$ cat src/common/msp_pkg.sv
/*
 * Shared constants and types for the meter serial port.
 * Assumes one 100 MHz clock; the host owns the serial clock.
 */
package msp_pkg;
   // Command byte layout.
   localparam int CMD_W = 8;
   localparam int CMD_RW_BIT = 7;
   localparam int ADDR_W = 7;
   // Data path: up to three bytes per register.
   localparam int BYTE_W = 8;
   localparam int MAX_BYTES = 3;
   localparam int DATA_W = BYTE_W * MAX_BYTES;
   localparam int CNT_W = 5;
   localparam int IDX_W = 2;
   // Register addresses handled inside the port.
   localparam logic [6:0] ADDR_OPERATING_CONTROL_REG = 7'h13;
   localparam logic [6:0] ADDR_STATUS = 7'h19;
   localparam logic [6:0] ADDR_STATUS_CLR = 7'h1A;
   localparam int OPERATING_CONTROL_REG_SWRST_BIT = 6;
   localparam logic [1:0] STATUS_LEN = 2'h3;
   // Status flag that follows rst_event each cycle and is never latched.
   localparam int RST_FLAG_BIT = 16;
   // Reset values.
   localparam logic [23:0] STATUS_RST = 24'h000000;
   localparam logic [4:0] CNT_ZERO = 5'h00;
   localparam logic [4:0] CNT_ONE = 5'h01;
   localparam logic [1:0] IDX_ZERO = 2'h0;
   localparam logic [1:0] IDX_ONE = 2'h1;
   localparam logic [7:0] BYTE_ZERO = 8'h00;

   // Serial port modes.
   typedef enum logic [1:0]
   {
      MSP_CMD,
      MSP_FETCH,
      MSP_RD,
      MSP_WR
   } msp_state_e;

   // One register byte handed to the register file.
   typedef struct packed
   {
      logic [6:0] addr;
      logic [1:0] idx;
      logic [7:0] data;
   } msp_wr_s;
endpackage

$ cat src/msp_pin_sync.sv
/*
 * Two-flop synchroniser and edge finder for the serial pins.
 * Assumes pins are asynchronous to clk and slow against it.
 */
`timescale 1ns/1ps
module msp_pin_sync #(
   parameter int WIDTH = 3
) (
   input wire logic clk, // System clock.
   input wire logic rst_b, // Async reset, active low.
   input wire logic clk_en, // Freezes state when low.
   input wire logic [WIDTH-1:0] pin_in, // Raw pins.
   input wire logic [WIDTH-1:0] rst_val, // Idle level per pin.
   output logic [WIDTH-1:0] level, // Synchronised level.
   output logic [WIDTH-1:0] rise, // One-cycle rising pulse.
   output logic [WIDTH-1:0] fall // One-cycle falling pulse.
);
   // The stages hold each pin relative to its idle level, so the all-zero
   // reset state means idle and no false edge follows reset.
   generate
      for (genvar i = 0; i < WIDTH; i++)
      begin : g_bit
         logic meta_r; // First stage, read by the second only.
         logic sync_r; // Second stage.
         logic last_r; // Previous synced value.
         // The first stage only feeds the second, so metastability
         // never reaches the edge compare.
         always_ff @(posedge clk or negedge rst_b)
         begin
            if (!rst_b)
            begin
               meta_r <= 1'b0;
               sync_r <= 1'b0;
               last_r <= 1'b0;
            end
            else if (clk_en)
            begin
               meta_r <= pin_in[i] ^ rst_val[i];
               sync_r <= meta_r;
               last_r <= sync_r;
            end
         end
         assign level[i] = sync_r ^ rst_val[i];
         assign rise[i] = clk_en & (sync_r ^ last_r) & level[i];
         assign fall[i] = clk_en & (sync_r ^ last_r) & ~level[i];
      end
   endgenerate
endmodule

$ cat src/msp_port.sv
/*
 * Serial slave port of the metering device with interrupt line.
 * Assumes the register file answers rd_data in the cycle after
 * reg_addr changes, and that the host keeps its own timing gaps.
 */
// What this block does
// - Clearing status read raises interrupt after command.
// - Interrupt stays high through status data.
// - After status data, interrupt reflects pending events.
// - Input data sampled on serial clock fall.
// - Output bits launched on serial clock rise.
// - Chip select fall restarts in command mode.
// - Chip select rise aborts and floats output.
// - Otherwise only a finished transfer restores command mode.
// - First byte always goes to command register.
// - Top bit write/read, low seven address.
// - Transfer ends after last bit moves.
// - Write data captured on following falling edges.
// - Aborted write byte is never stored.
// - Up to three bytes, MSB first, right-justified.
// - Read drives first bit on next rise.
// - Output floats on last read falling edge.
// - Chip select rise floats read output.
// - Read register copied whole into shifter.
// - Reset flag follows the reset event each cycle, never latched.
// - Flags set always; mask gates interrupt.
// - Clearing status read returns and clears flags.
`timescale 1ns/1ps
module msp_port
   import msp_pkg::*;
#(
   parameter int NUM_FLAGS = msp_pkg::DATA_W
) (
   input wire logic clk, // 100 MHz system clock.
   input wire logic rst_b, // Async reset, active low.
   input wire logic clk_en, // Freezes all state when low.
   input wire logic sclk_pin, // Serial clock from host.
   input wire logic din_pin, // Serial data from host.
   input wire logic cs_b_pin, // Chip select, active low.
   output logic dout_o, // Serial data to host.
   output logic dout_oe_b, // Low while dout is driven.
   output logic irq_b, // Interrupt line, active low.
   output logic [msp_pkg::ADDR_W-1:0] reg_addr, // Addressed register.
   input wire logic [msp_pkg::DATA_W-1:0] rd_data, // Register contents.
   input wire logic [1:0] reg_len, // Byte count of reg_addr.
   output msp_pkg::msp_wr_s wr_info, // Written byte and place.
   output logic wr_stb, // One-cycle pulse per byte.
   output logic sw_reset, // Software reset pulse.
   input wire logic [NUM_FLAGS-1:0] event_in, // Event pulses.
   input wire logic [NUM_FLAGS-1:0] mask_in, // Interrupt mask.
   input wire logic rst_event // Reset event pulse.
);
   // Refuse widths the status path cannot carry.
   initial
   begin
      if (NUM_FLAGS != DATA_W)
      begin
         $error("msp_port: NUM_FLAGS must equal DATA_W");
      end
   end

   // Synchronised pin levels and edges, bit 0 sclk, 1 din, 2 cs.
   logic [2:0] pin_lvl;
   logic [2:0] pin_rise;
   logic [2:0] pin_fall;

   msp_pin_sync #(
      .WIDTH(3)
   ) u_sync (
      .clk(clk),
      .rst_b(rst_b),
      .clk_en(clk_en),
      .pin_in({cs_b_pin, din_pin, sclk_pin}),
      .rst_val(3'h5),
      .level(pin_lvl),
      .rise(pin_rise),
      .fall(pin_fall)
   );

   // Named views of the synchronised pins.
   wire din_s = pin_lvl[1];
   wire cs_active = ~pin_lvl[2];
   wire cs_fall = pin_fall[2];
   wire cs_rise = pin_rise[2];
   // Serial edges count only while chip select is low.
   wire sclk_rise = pin_rise[0] & cs_active;
   wire sclk_fall = pin_fall[0] & cs_active;

   // Port state.
   msp_state_e state_r; // Current mode.
   msp_state_e state_nxt; // Next mode.
   logic [CNT_W-1:0] bit_cnt_r; // Bits moved in this phase.
   logic [CNT_W-1:0] bit_cnt_nxt;
   logic [DATA_W-1:0] shift_r; // Shift buffer.
   logic [DATA_W-1:0] shift_nxt;
   logic [1:0] len_r; // Bytes in current register.
   logic [1:0] len_nxt;
   logic is_read_r; // Command was a read.
   logic is_read_nxt;
   logic [ADDR_W-1:0] addr_r; // Target register index.
   logic [ADDR_W-1:0] addr_nxt;
   logic [NUM_FLAGS-1:0] status_r; // Latched event flags.
   logic [NUM_FLAGS-1:0] status_nxt;
   logic irq_hold_r; // Forces the line high.
   logic irq_hold_nxt;
   logic irq_b_nxt;
   logic dout_nxt;
   logic dout_oe_b_nxt;
   logic wr_stb_nxt;
   msp_wr_s wr_info_nxt;
   logic sw_reset_nxt;

   // Command byte decode, valid on the eighth falling edge.
   wire [CMD_W-1:0] cmd_byte = {shift_r[CMD_W-2:0], din_s};
   wire cmd_write = cmd_byte[CMD_RW_BIT];
   wire [ADDR_W-1:0] cmd_target_reg_index = cmd_byte[ADDR_W-1:0];
   wire byte_last_bit = (bit_cnt_r[2:0] == 3'h7);
   wire [BYTE_W-1:0] wr_byte = {shift_r[BYTE_W-2:0], din_s};

   // Status reads are answered here, others by the register file.
   wire status_hit = (addr_r == ADDR_STATUS) |
                     (addr_r == ADDR_STATUS_CLR);
   wire clr_hit = (addr_r == ADDR_STATUS_CLR);
   wire [1:0] fetch_len = status_hit ? STATUS_LEN : reg_len;
   // A zero length is served as one byte so the port cannot hang.
   wire [1:0] fetch_len_safe = (fetch_len == IDX_ZERO) ?
                               IDX_ONE : fetch_len;
   wire [DATA_W-1:0] fetch_word = status_hit ? status_r : rd_data;
   // Right-justified word is moved up so its top byte leads.
   wire [4:0] fetch_pad = 5'(BYTE_W * (MAX_BYTES - fetch_len_safe));
   wire [DATA_W-1:0] fetch_aligned = fetch_word << fetch_pad;
   // Total bits in the data phase.
   wire [CNT_W-1:0] data_bits = 5'(BYTE_W * len_r);
   wire rd_last_fall = (bit_cnt_r == data_bits - CNT_ONE);
   wire [1:0] wr_idx_now = 2'(bit_cnt_r >> 3);
   wire wr_done = (wr_idx_now == len_r - IDX_ONE);
   wire swrst_hit = (addr_r == ADDR_OPERATING_CONTROL_REG) &
                    wr_byte[OPERATING_CONTROL_REG_SWRST_BIT];

   // Flags: a new event always wins over a clearing read.
   wire status_clear = (state_r == MSP_FETCH) & clr_hit;
   wire [NUM_FLAGS-1:0] status_keep = status_clear ?
                                      STATUS_RST : status_r;
   wire pending = |(status_r & mask_in);

   // Next-state logic for the serial engine.
   always_comb
   begin
      state_nxt = state_r;
      bit_cnt_nxt = bit_cnt_r;
      shift_nxt = shift_r;
      len_nxt = len_r;
      is_read_nxt = is_read_r;
      addr_nxt = addr_r;
      irq_hold_nxt = irq_hold_r;
      dout_nxt = dout_o;
      dout_oe_b_nxt = dout_oe_b;
      wr_stb_nxt = 1'b0;
      wr_info_nxt = wr_info;
      sw_reset_nxt = 1'b0;
      if (cs_fall | cs_rise)
      begin
         state_nxt = MSP_CMD;
         bit_cnt_nxt = CNT_ZERO;
         dout_oe_b_nxt = 1'b1;
         irq_hold_nxt = 1'b0;
      end
      else
      begin
         case (state_r)
            MSP_CMD:
            begin
               if (sclk_fall)
               begin
                  shift_nxt = {shift_r[DATA_W-2:0], din_s};
                  bit_cnt_nxt = bit_cnt_r + CNT_ONE;
                  if (bit_cnt_r == CNT_W'(CMD_W - 1))
                  begin
                     bit_cnt_nxt = CNT_ZERO;
                     is_read_nxt = ~cmd_write;
                     addr_nxt = cmd_target_reg_index;
                     state_nxt = MSP_FETCH;
                     if (!cmd_write && cmd_target_reg_index == ADDR_STATUS_CLR)
                     begin
                        irq_hold_nxt = 1'b1;
                     end
                  end
               end
            end
            MSP_FETCH:
            begin
               len_nxt = fetch_len_safe;
               shift_nxt = fetch_aligned;
               state_nxt = is_read_r ? MSP_RD : MSP_WR;
            end
            MSP_RD:
            begin
               if (sclk_rise)
               begin
                  dout_nxt = shift_r[DATA_W-1];
                  dout_oe_b_nxt = 1'b0;
                  shift_nxt = {shift_r[DATA_W-2:0], 1'b0};
               end
               else if (sclk_fall)
               begin
                  bit_cnt_nxt = bit_cnt_r + CNT_ONE;
                  if (rd_last_fall)
                  begin
                     state_nxt = MSP_CMD;
                     bit_cnt_nxt = CNT_ZERO;
                     dout_oe_b_nxt = 1'b1;
                     irq_hold_nxt = 1'b0;
                  end
               end
            end
            MSP_WR:
            begin
               if (sclk_fall)
               begin
                  shift_nxt = {shift_r[DATA_W-2:0], din_s};
                  bit_cnt_nxt = bit_cnt_r + CNT_ONE;
                  if (byte_last_bit)
                  begin
                     wr_stb_nxt = 1'b1;
                     wr_info_nxt.addr = addr_r;
                     wr_info_nxt.idx = wr_idx_now;
                     wr_info_nxt.data = wr_byte;
                     if (wr_done)
                     begin
                        state_nxt = MSP_CMD;
                        bit_cnt_nxt = CNT_ZERO;
                        sw_reset_nxt = swrst_hit;
                     end
                  end
               end
            end
            default:
            begin
               state_nxt = MSP_CMD;
               bit_cnt_nxt = CNT_ZERO;
            end
         endcase
      end
   end

   // Status flags and interrupt line.
   always_comb
   begin
      status_nxt = status_keep | event_in;
      status_nxt[RST_FLAG_BIT] = rst_event;
      irq_b_nxt = irq_hold_nxt | ~pending;
   end

   // Serial engine registers.
   always_ff @(posedge clk or negedge rst_b)
   begin
      if (!rst_b)
      begin
         state_r <= MSP_CMD;
         bit_cnt_r <= CNT_ZERO;
         shift_r <= STATUS_RST;
         len_r <= IDX_ONE;
         is_read_r <= 1'b0;
         addr_r <= 7'h00;
      end
      else if (clk_en)
      begin
         state_r <= state_nxt;
         bit_cnt_r <= bit_cnt_nxt;
         shift_r <= shift_nxt;
         len_r <= len_nxt;
         is_read_r <= is_read_nxt;
         addr_r <= addr_nxt;
      end
   end

   // Output pins and interrupt state.
   always_ff @(posedge clk or negedge rst_b)
   begin
      if (!rst_b)
      begin
         dout_o <= 1'b0;
         dout_oe_b <= 1'b1;
         irq_b <= 1'b1;
         irq_hold_r <= 1'b0;
         status_r <= STATUS_RST;
      end
      else if (clk_en)
      begin
         dout_o <= dout_nxt;
         dout_oe_b <= dout_oe_b_nxt;
         irq_b <= irq_b_nxt;
         irq_hold_r <= irq_hold_nxt;
         status_r <= status_nxt;
      end
   end

   // Register file side, all straight from flops.
   always_ff @(posedge clk or negedge rst_b)
   begin
      if (!rst_b)
      begin
         reg_addr <= 7'h00;
         wr_stb <= 1'b0;
         wr_info <= '0;
         sw_reset <= 1'b0;
      end
      else if (clk_en)
      begin
         reg_addr <= addr_nxt;
         wr_stb <= wr_stb_nxt;
         wr_info <= wr_info_nxt;
         sw_reset <= sw_reset_nxt;
      end
   end
endmodule
$ cat config.mk
export PLATFORM = sky130hd
export DESIGN_NAME = msp_port
export DESIGN_NICKNAME = d
export VERILOG_FILES = /design/src/common/msp_pkg.sv /design/src/msp_pin_sync.sv /design/src/msp_port.sv
export SDC_FILE = /design/constraint.sdc
export NUM_CORES = 1
export LEC_CHECK = 0
export CAP_MARGIN = 30
export CORE_ASPECT_RATIO = 2
export CORE_MARGIN = 10
export CORE_UTILIZATION = 64
export CTS_BUF_LIST = sky130_fd_sc_hd__clkbuf_16
export CTS_CLUSTER_SIZE = 14
export DETAILED_ROUTE_END_ITERATION = 10
export DONT_BUFFER_PORTS = 1
export HOLD_SLACK_MARGIN = 0.12
export PLACE_DENSITY = 0.8
export SKIP_CTS_REPAIR_TIMING = 1
export SYNTH_ARGS = -nofsm -noshare
export SYNTH_HDL_FRONTEND = slang
export SYNTH_HIERARCHICAL = 1
export SYNTH_SLANG_ARGS = --single-unit
$ cat constraint.sdc
create_clock -name clk -period 3 [get_ports clk]
set_input_delay 0.15 -clock clk [delete_from_list [all_inputs] [get_ports clk]]
set_output_delay 0.15 -clock clk [all_outputs]
set_load 0.05 [all_outputs]
==> results.sh, run 1 <==
export IMPL_mostFrequentLayoutCells="dfrtp_1 (93), mux2_2 (47), o21ai_0 (40), nand2_1 (37), dlygate4sd3_1 (29)"
export IMPL_cp_end_kind="register"
export IMPL_dp_hpwl_um=9070
export IMPL_numCtsBuffers=9
export IMPL_antenna_found_initial=0
export IMPL_clk_pin_slew_ns=0.06
export IMPL_drt_first_pass_iters=5
export IMPL_path_class="reg2reg"
export IMPL_timing_setup_tns_ns=0
export IMPL_clock_skew_ns=0.00654
export IMPL_worst_path_stages=7
export IMPL_drt_iter0_drc=339
export IMPL_fin_cells=610
export IMPL_hold_class="in2reg"
export IMPL_crit_end="bit_cnt_r[4]"
export IMPL_worst_hold_slack_ns=0.107
export IMPL_synth_area_mm2=0.00509
export IMPL_layout_commonest_cell="dfrtp_1"
export IMPL_coreArea_mm2=0.00783
export IMPL_clockBufferDepth=2
export IMPL_finalPower_mw=4.08
export IMPL_grt_max_degree=97
export IMPL_portBuffers=0
export IMPL_die_x_um=83.0
export IMPL_cts_tree="built"
export IMPL_vias=3989
export IMPL_track_usage_pct=20.3
export IMPL_crit_fanout=10
export IMPL_die_y_um=146
export IMPL_clkSinkCount=96
export IMPL_wire_per_inst_um=21.9
export IMPL_post_place_cells=563
export IMPL_arrival_ns=2.66
export IMPL_insertion_delay_ns=0.35
export IMPL_max_slew_margin_pct=54.4
export IMPL_synth_area_per_cell_um2=10.6
export IMPL_syn_to_final_growth_pct=14.1
export IMPL_rows=46
export IMPL_critPathMostFrequentCell="inv_1"
export IMPL_worstMarginPinSlew_ns=0.679
export IMPL_drive_gt1_share_pct=15.8
export IMPL_reg2regPathDepth=7
export IMPL_status="finished clean"
export IMPL_grt_pass1_vias=3793
export IMPL_hold_start="clk_en"
export IMPL_crit_path_start_kind="register"
export IMPL_vias_per_cell=6.54
export IMPL_rrSetupSlack_ns=0.60
export IMPL_synth_cells=478
export IMPL_rsz0062_at_grt="no"
export IMPL_nNetsFinal=597
export IMPL_root_buffer="clkbuf_16"
export IMPL_critPathMaxStageDelay_ns=0.50
export IMPL_cp_top_family="simple AND/OR/NAND/NOR gates"
export IMPL_drc=0
export IMPL_fmax_ghz=0.417
export IMPL_post_place_ws_ns=0.646
export IMPL_peakVddDrop_mv=1.00
export IMPL_required_ns=3.26
export IMPL_min_period_ns=2.40
export IMPL_grt_pass1_wl_um=20100
export IMPL_start_util_pct=65.0
export IMPL_leakagePower_nw=2.60
export IMPL_dieArea_mm2=0.0121
export IMPL_top_level_ports=110
export IMPL_htreeDepth=3
export IMPL_finalWorstSetupSlack_ns=0.605
export IMPL_overflow=0
export IMPL_routed_wl_um=13300
export IMPL_crit_start="state_r[0]"
export IMPL_rr_endpoint="bit_cnt_r[4]"
export IMPL_final_antenna_net_count=0
export IMPL_power_density_mw_per_mm2=703
export IMPL_synth_yosys_warnings=6
export IMPL_crit_slowest_cell="or4_1"
export IMPL_final_period_utilization_pct=79.8
export IMPL_r2r_start="state_r[0]"
export IMPL_finalHoldViolCount=0
export IMPL_cp_num_buf_inv=2
export IMPL_path_cells="inv_1 > ha_1 > inv_1 > and3_1 > a311o_1 > or4_1 > o211ai_1"
export IMPL_num_antenna_cells=0
export IMPL_slew_violations=0
export IMPL_setup_violations=0
export IMPL_globalplace_congestion=0.904
export IMPL_maxCapViolCount=0
[worst register-to-register path, cell delays in order (launching register included)]
cell	delay [ns]
dfrtp_1	0.43
inv_1	0.13
ha_1	0.34
inv_1	0.18
and3_1	0.20
a311o_1	0.44
or4_1	0.50
o211ai_1	0.09
[per-stage QoR]
| step | utilization [%] | instance area [um^2] |
|---|---|---|
| final | 74.2 | 5810 |
| after global routing | 74.2 | 5810 |
| after global placement | 66.2 | 5180 |
| after detailed placement | 66.2 | 5180 |
| after CTS | 69.9 | 5470 |
| after floorplan | - | 5130 |
[state kept, by name (all words and copies together) (netlist names)]
register and cells:
shift_r 24, status_r 24, wr_info 17, reg_addr 7, bit_cnt_r 5, u_sync/g_bit.meta_r 3, u_sync/g_bit.sync_r 3, len_r 2
state_r 2, u_sync/g_bit.last_r 2, dout_o 1, dout_oe_b 1, irq_b 1, irq_hold_r 1, is_read_r 1, sw_reset 1
wr_stb 1
[layer usage]
metal	vias to the layer above	global-route usage, %	share of wire, %
li1	1835	-	-
met1	1928	23.4	36
met2	196	33.7	52
met3	30	6.41	9.4
met4	0	8.30	3.0
met5	-	0	0
[area by class of cell]
type                            count  area (um^2)
Timing Repair Buffer               40          405
Sequential cell                    96         2410
Tap cell                           96          120
Inverter                            8         30.0
Clock buffer                        9          225
Multi-Input combinational cell    354         2560
Clock inverter                      7         62.6
Fill cell                         526         2020
[how the worst min path moves through the flow]
stage                   endpoint  cells past startpoint
finish                irq_hold_r                      3
CTS                  wr_info[10]                      0
detailed placement   wr_info[16]                      0
global placement     wr_info[16]                      0
floorplan           bit_cnt_r[0]                      0
global route          irq_hold_r                      3
[report_power, final]
group / switching [mW] / internal [mW] / leakage [nW]
Combinational: 0.720 / 0.498 / 1.30
Sequential: 0.238 / 1.52 / 1.15
Clock: 0.473 / 0.637 / 0.140
Total: 1.43 / 2.65 / 2.60
Note: power is estimated with default switching activity, not from simulation.
==> run 2, diff against run 1 <==
==> constraint.sdc (replaced) <==
create_clock -name clk -period 2.5 [get_ports clk]
set_input_delay 0.125 -clock clk [delete_from_list [all_inputs] [get_ports clk]]
set_output_delay 0.125 -clock clk [all_outputs]
set_load 0.05 [all_outputs]
==> results.sh, run 2 (same netlist as run 1, synthesis figures left out) <==
export IMPL_status="finished clean"
export IMPL_num_antenna_cells=0
export IMPL_portBuffers=0
export IMPL_drt_first_pass_iters=5
export IMPL_routed_wl_um=13900
export IMPL_final_antenna_net_count=0
export IMPL_peakVddDrop_mv=0.747
export IMPL_clkSinkCount=96
export IMPL_timing_setup_tns_ns=0
export IMPL_wire_per_inst_um=22.5
export IMPL_globalplace_congestion=0.839
export IMPL_post_place_cells=570
export IMPL_mostFrequentLayoutCells="dfrtp_1 (93), mux2_2 (47), o21ai_0 (40), nand2_1 (37), dlygate4sd3_1 (30)"
export IMPL_drive_gt1_share_pct=17.2
export IMPL_hold_start="clk_en"
export IMPL_drc=0
export IMPL_crit_start="state_r[0]"
export IMPL_max_slew_margin_pct=63.2
export IMPL_finalHoldViolCount=0
export IMPL_rows=46
export IMPL_critPathMostFrequentCell="inv_1"
export IMPL_hold_class="in2reg"
export IMPL_final_period_utilization_pct=88.4
export IMPL_crit_path_start_kind="register"
export IMPL_slew_violations=0
export IMPL_dp_hpwl_um=9070
export IMPL_clk_pin_slew_ns=0.07
export IMPL_setup_violations=0
export IMPL_fmax_ghz=0.452
export IMPL_arrival_ns=2.48
export IMPL_grt_max_degree=97
export IMPL_fin_cells=618
export IMPL_drt_iter0_drc=380
export IMPL_dieArea_mm2=0.0121
export IMPL_worstMarginPinSlew_ns=0.552
export IMPL_grt_pass1_vias=3786
export IMPL_post_place_ws_ns=0.325
export IMPL_finalWorstSetupSlack_ns=0.290
export IMPL_top_level_ports=110
export IMPL_die_y_um=146
export IMPL_vias_per_cell=6.55
export IMPL_vias=4046
export IMPL_clock_skew_ns=0.00902
export IMPL_cp_top_family="simple AND/OR/NAND/NOR gates"
export IMPL_overflow=0
export IMPL_cp_num_buf_inv=2
export IMPL_nNetsFinal=605
export IMPL_clockBufferDepth=2
export IMPL_r2r_start="state_r[0]"
export IMPL_cts_tree="built"
export IMPL_syn_to_final_growth_pct=15.5
export IMPL_htreeDepth=3
export IMPL_maxCapViolCount=0
export IMPL_reg_top3="shift_r: 24 flops, status_r: 24 flops, wr_info: 17 flops"
export IMPL_cp_end_kind="register"
export IMPL_path_cells="inv_1 > ha_1 > inv_1 > and3_1 > a311o_1 > or4_1 > o211ai_1"
export IMPL_crit_slowest_cell="or4_1"
export IMPL_grt_pass1_wl_um=20200
export IMPL_layout_commonest_cell="dfrtp_1"
export IMPL_numCtsBuffers=9
export IMPL_min_period_ns=2.21
export IMPL_coreArea_mm2=0.00783
export IMPL_required_ns=2.77
export IMPL_die_x_um=83.0
export IMPL_rsz0062_at_grt="no"
export IMPL_path_class="reg2reg"
export IMPL_track_usage_pct=20.1
export IMPL_root_buffer="clkbuf_16"
export IMPL_leakagePower_nw=2.64
export IMPL_worst_hold_slack_ns=0.0947
export IMPL_start_util_pct=65.0
export IMPL_antenna_found_initial=0
export IMPL_crit_fanout=9
export IMPL_critPathMaxStageDelay_ns=0.46
export IMPL_insertion_delay_ns=0.35
export IMPL_power_density_mw_per_mm2=854
==> run 2: changes by cell type in the layout (fill, tap and decap cells not counted), sizes merged <==
cell	previous run	this run
dlygate4sd3	29	30
buf	11	18
inv	8	11
clkinvlp	0	1
clkinv	6	2
==> run 2: per-layer routing <==
layer	part of all wire, %	GRT usage (%)	vias to the layer above
met5	0	0	-
li1	-	-	1853
met4	2.6	6.85	0
met2	52	33.5	206
met1	37	23.9	1956
met3	7.7	6.18	31
==> run 2: final cells by class <==
| type | instances | area, um^2 |
|---|---|---|
| Clock buffer | 9 | 225 |
| Clock inverter | 7 | 70.1 |
| Fill cell | 547 | 1950 |
| Inverter | 8 | 30.0 |
| Multi-Input combinational cell | 354 | 2560 |
| Sequential cell | 96 | 2410 |
| Tap cell | 96 | 120 |
| Timing Repair Buffer | 48 | 468 |
==> run 2: worst register-to-register path, cell delays in order, from the launching register on <==
cell and delay [ns]:
dfrtp_1 0.44, inv_1 0.12, ha_1 0.32, inv_1 0.17, and3_1 0.19, a311o_1 0.33
or4_1 0.46, o211ai_1 0.09
==> run 2: path summary, 6_finish.rpt <==
path	to	slack, ns	cells after the start
worst max-delay path	bit_cnt_r[4]	0.29	7
worst min-delay path	irq_hold_r	0.09	3
max in group asynchronous	irq_b	1.76	2
worst max register to register	bit_cnt_r[4]	0.29	7
min in group asynchronous	wr_info[14]	0.37	2
worst min register to register	shift_r[22]	0.49	2
==> run 2: where the power goes <==
part | total [mW] | switching [mW] | internal, mW
logic | 1.51 | 0.894 | 0.619
clock network | 1.40 | 0.622 | 0.778
registers | 2.11 | 0.284 | 1.82
total | 5.02 | 1.80 | 3.22
==> run 2: per-stage QoR <==
stage	power (mW)	instance area (um^2)	util, %
floorplan	3.14	5130	-
global placement	3.44	5230	66.9
detailed placement	3.48	5230	66.9
CTS	4.88	5530	70.6
global route	5.29	5880	75.1
finish	5.02	5880	75.1
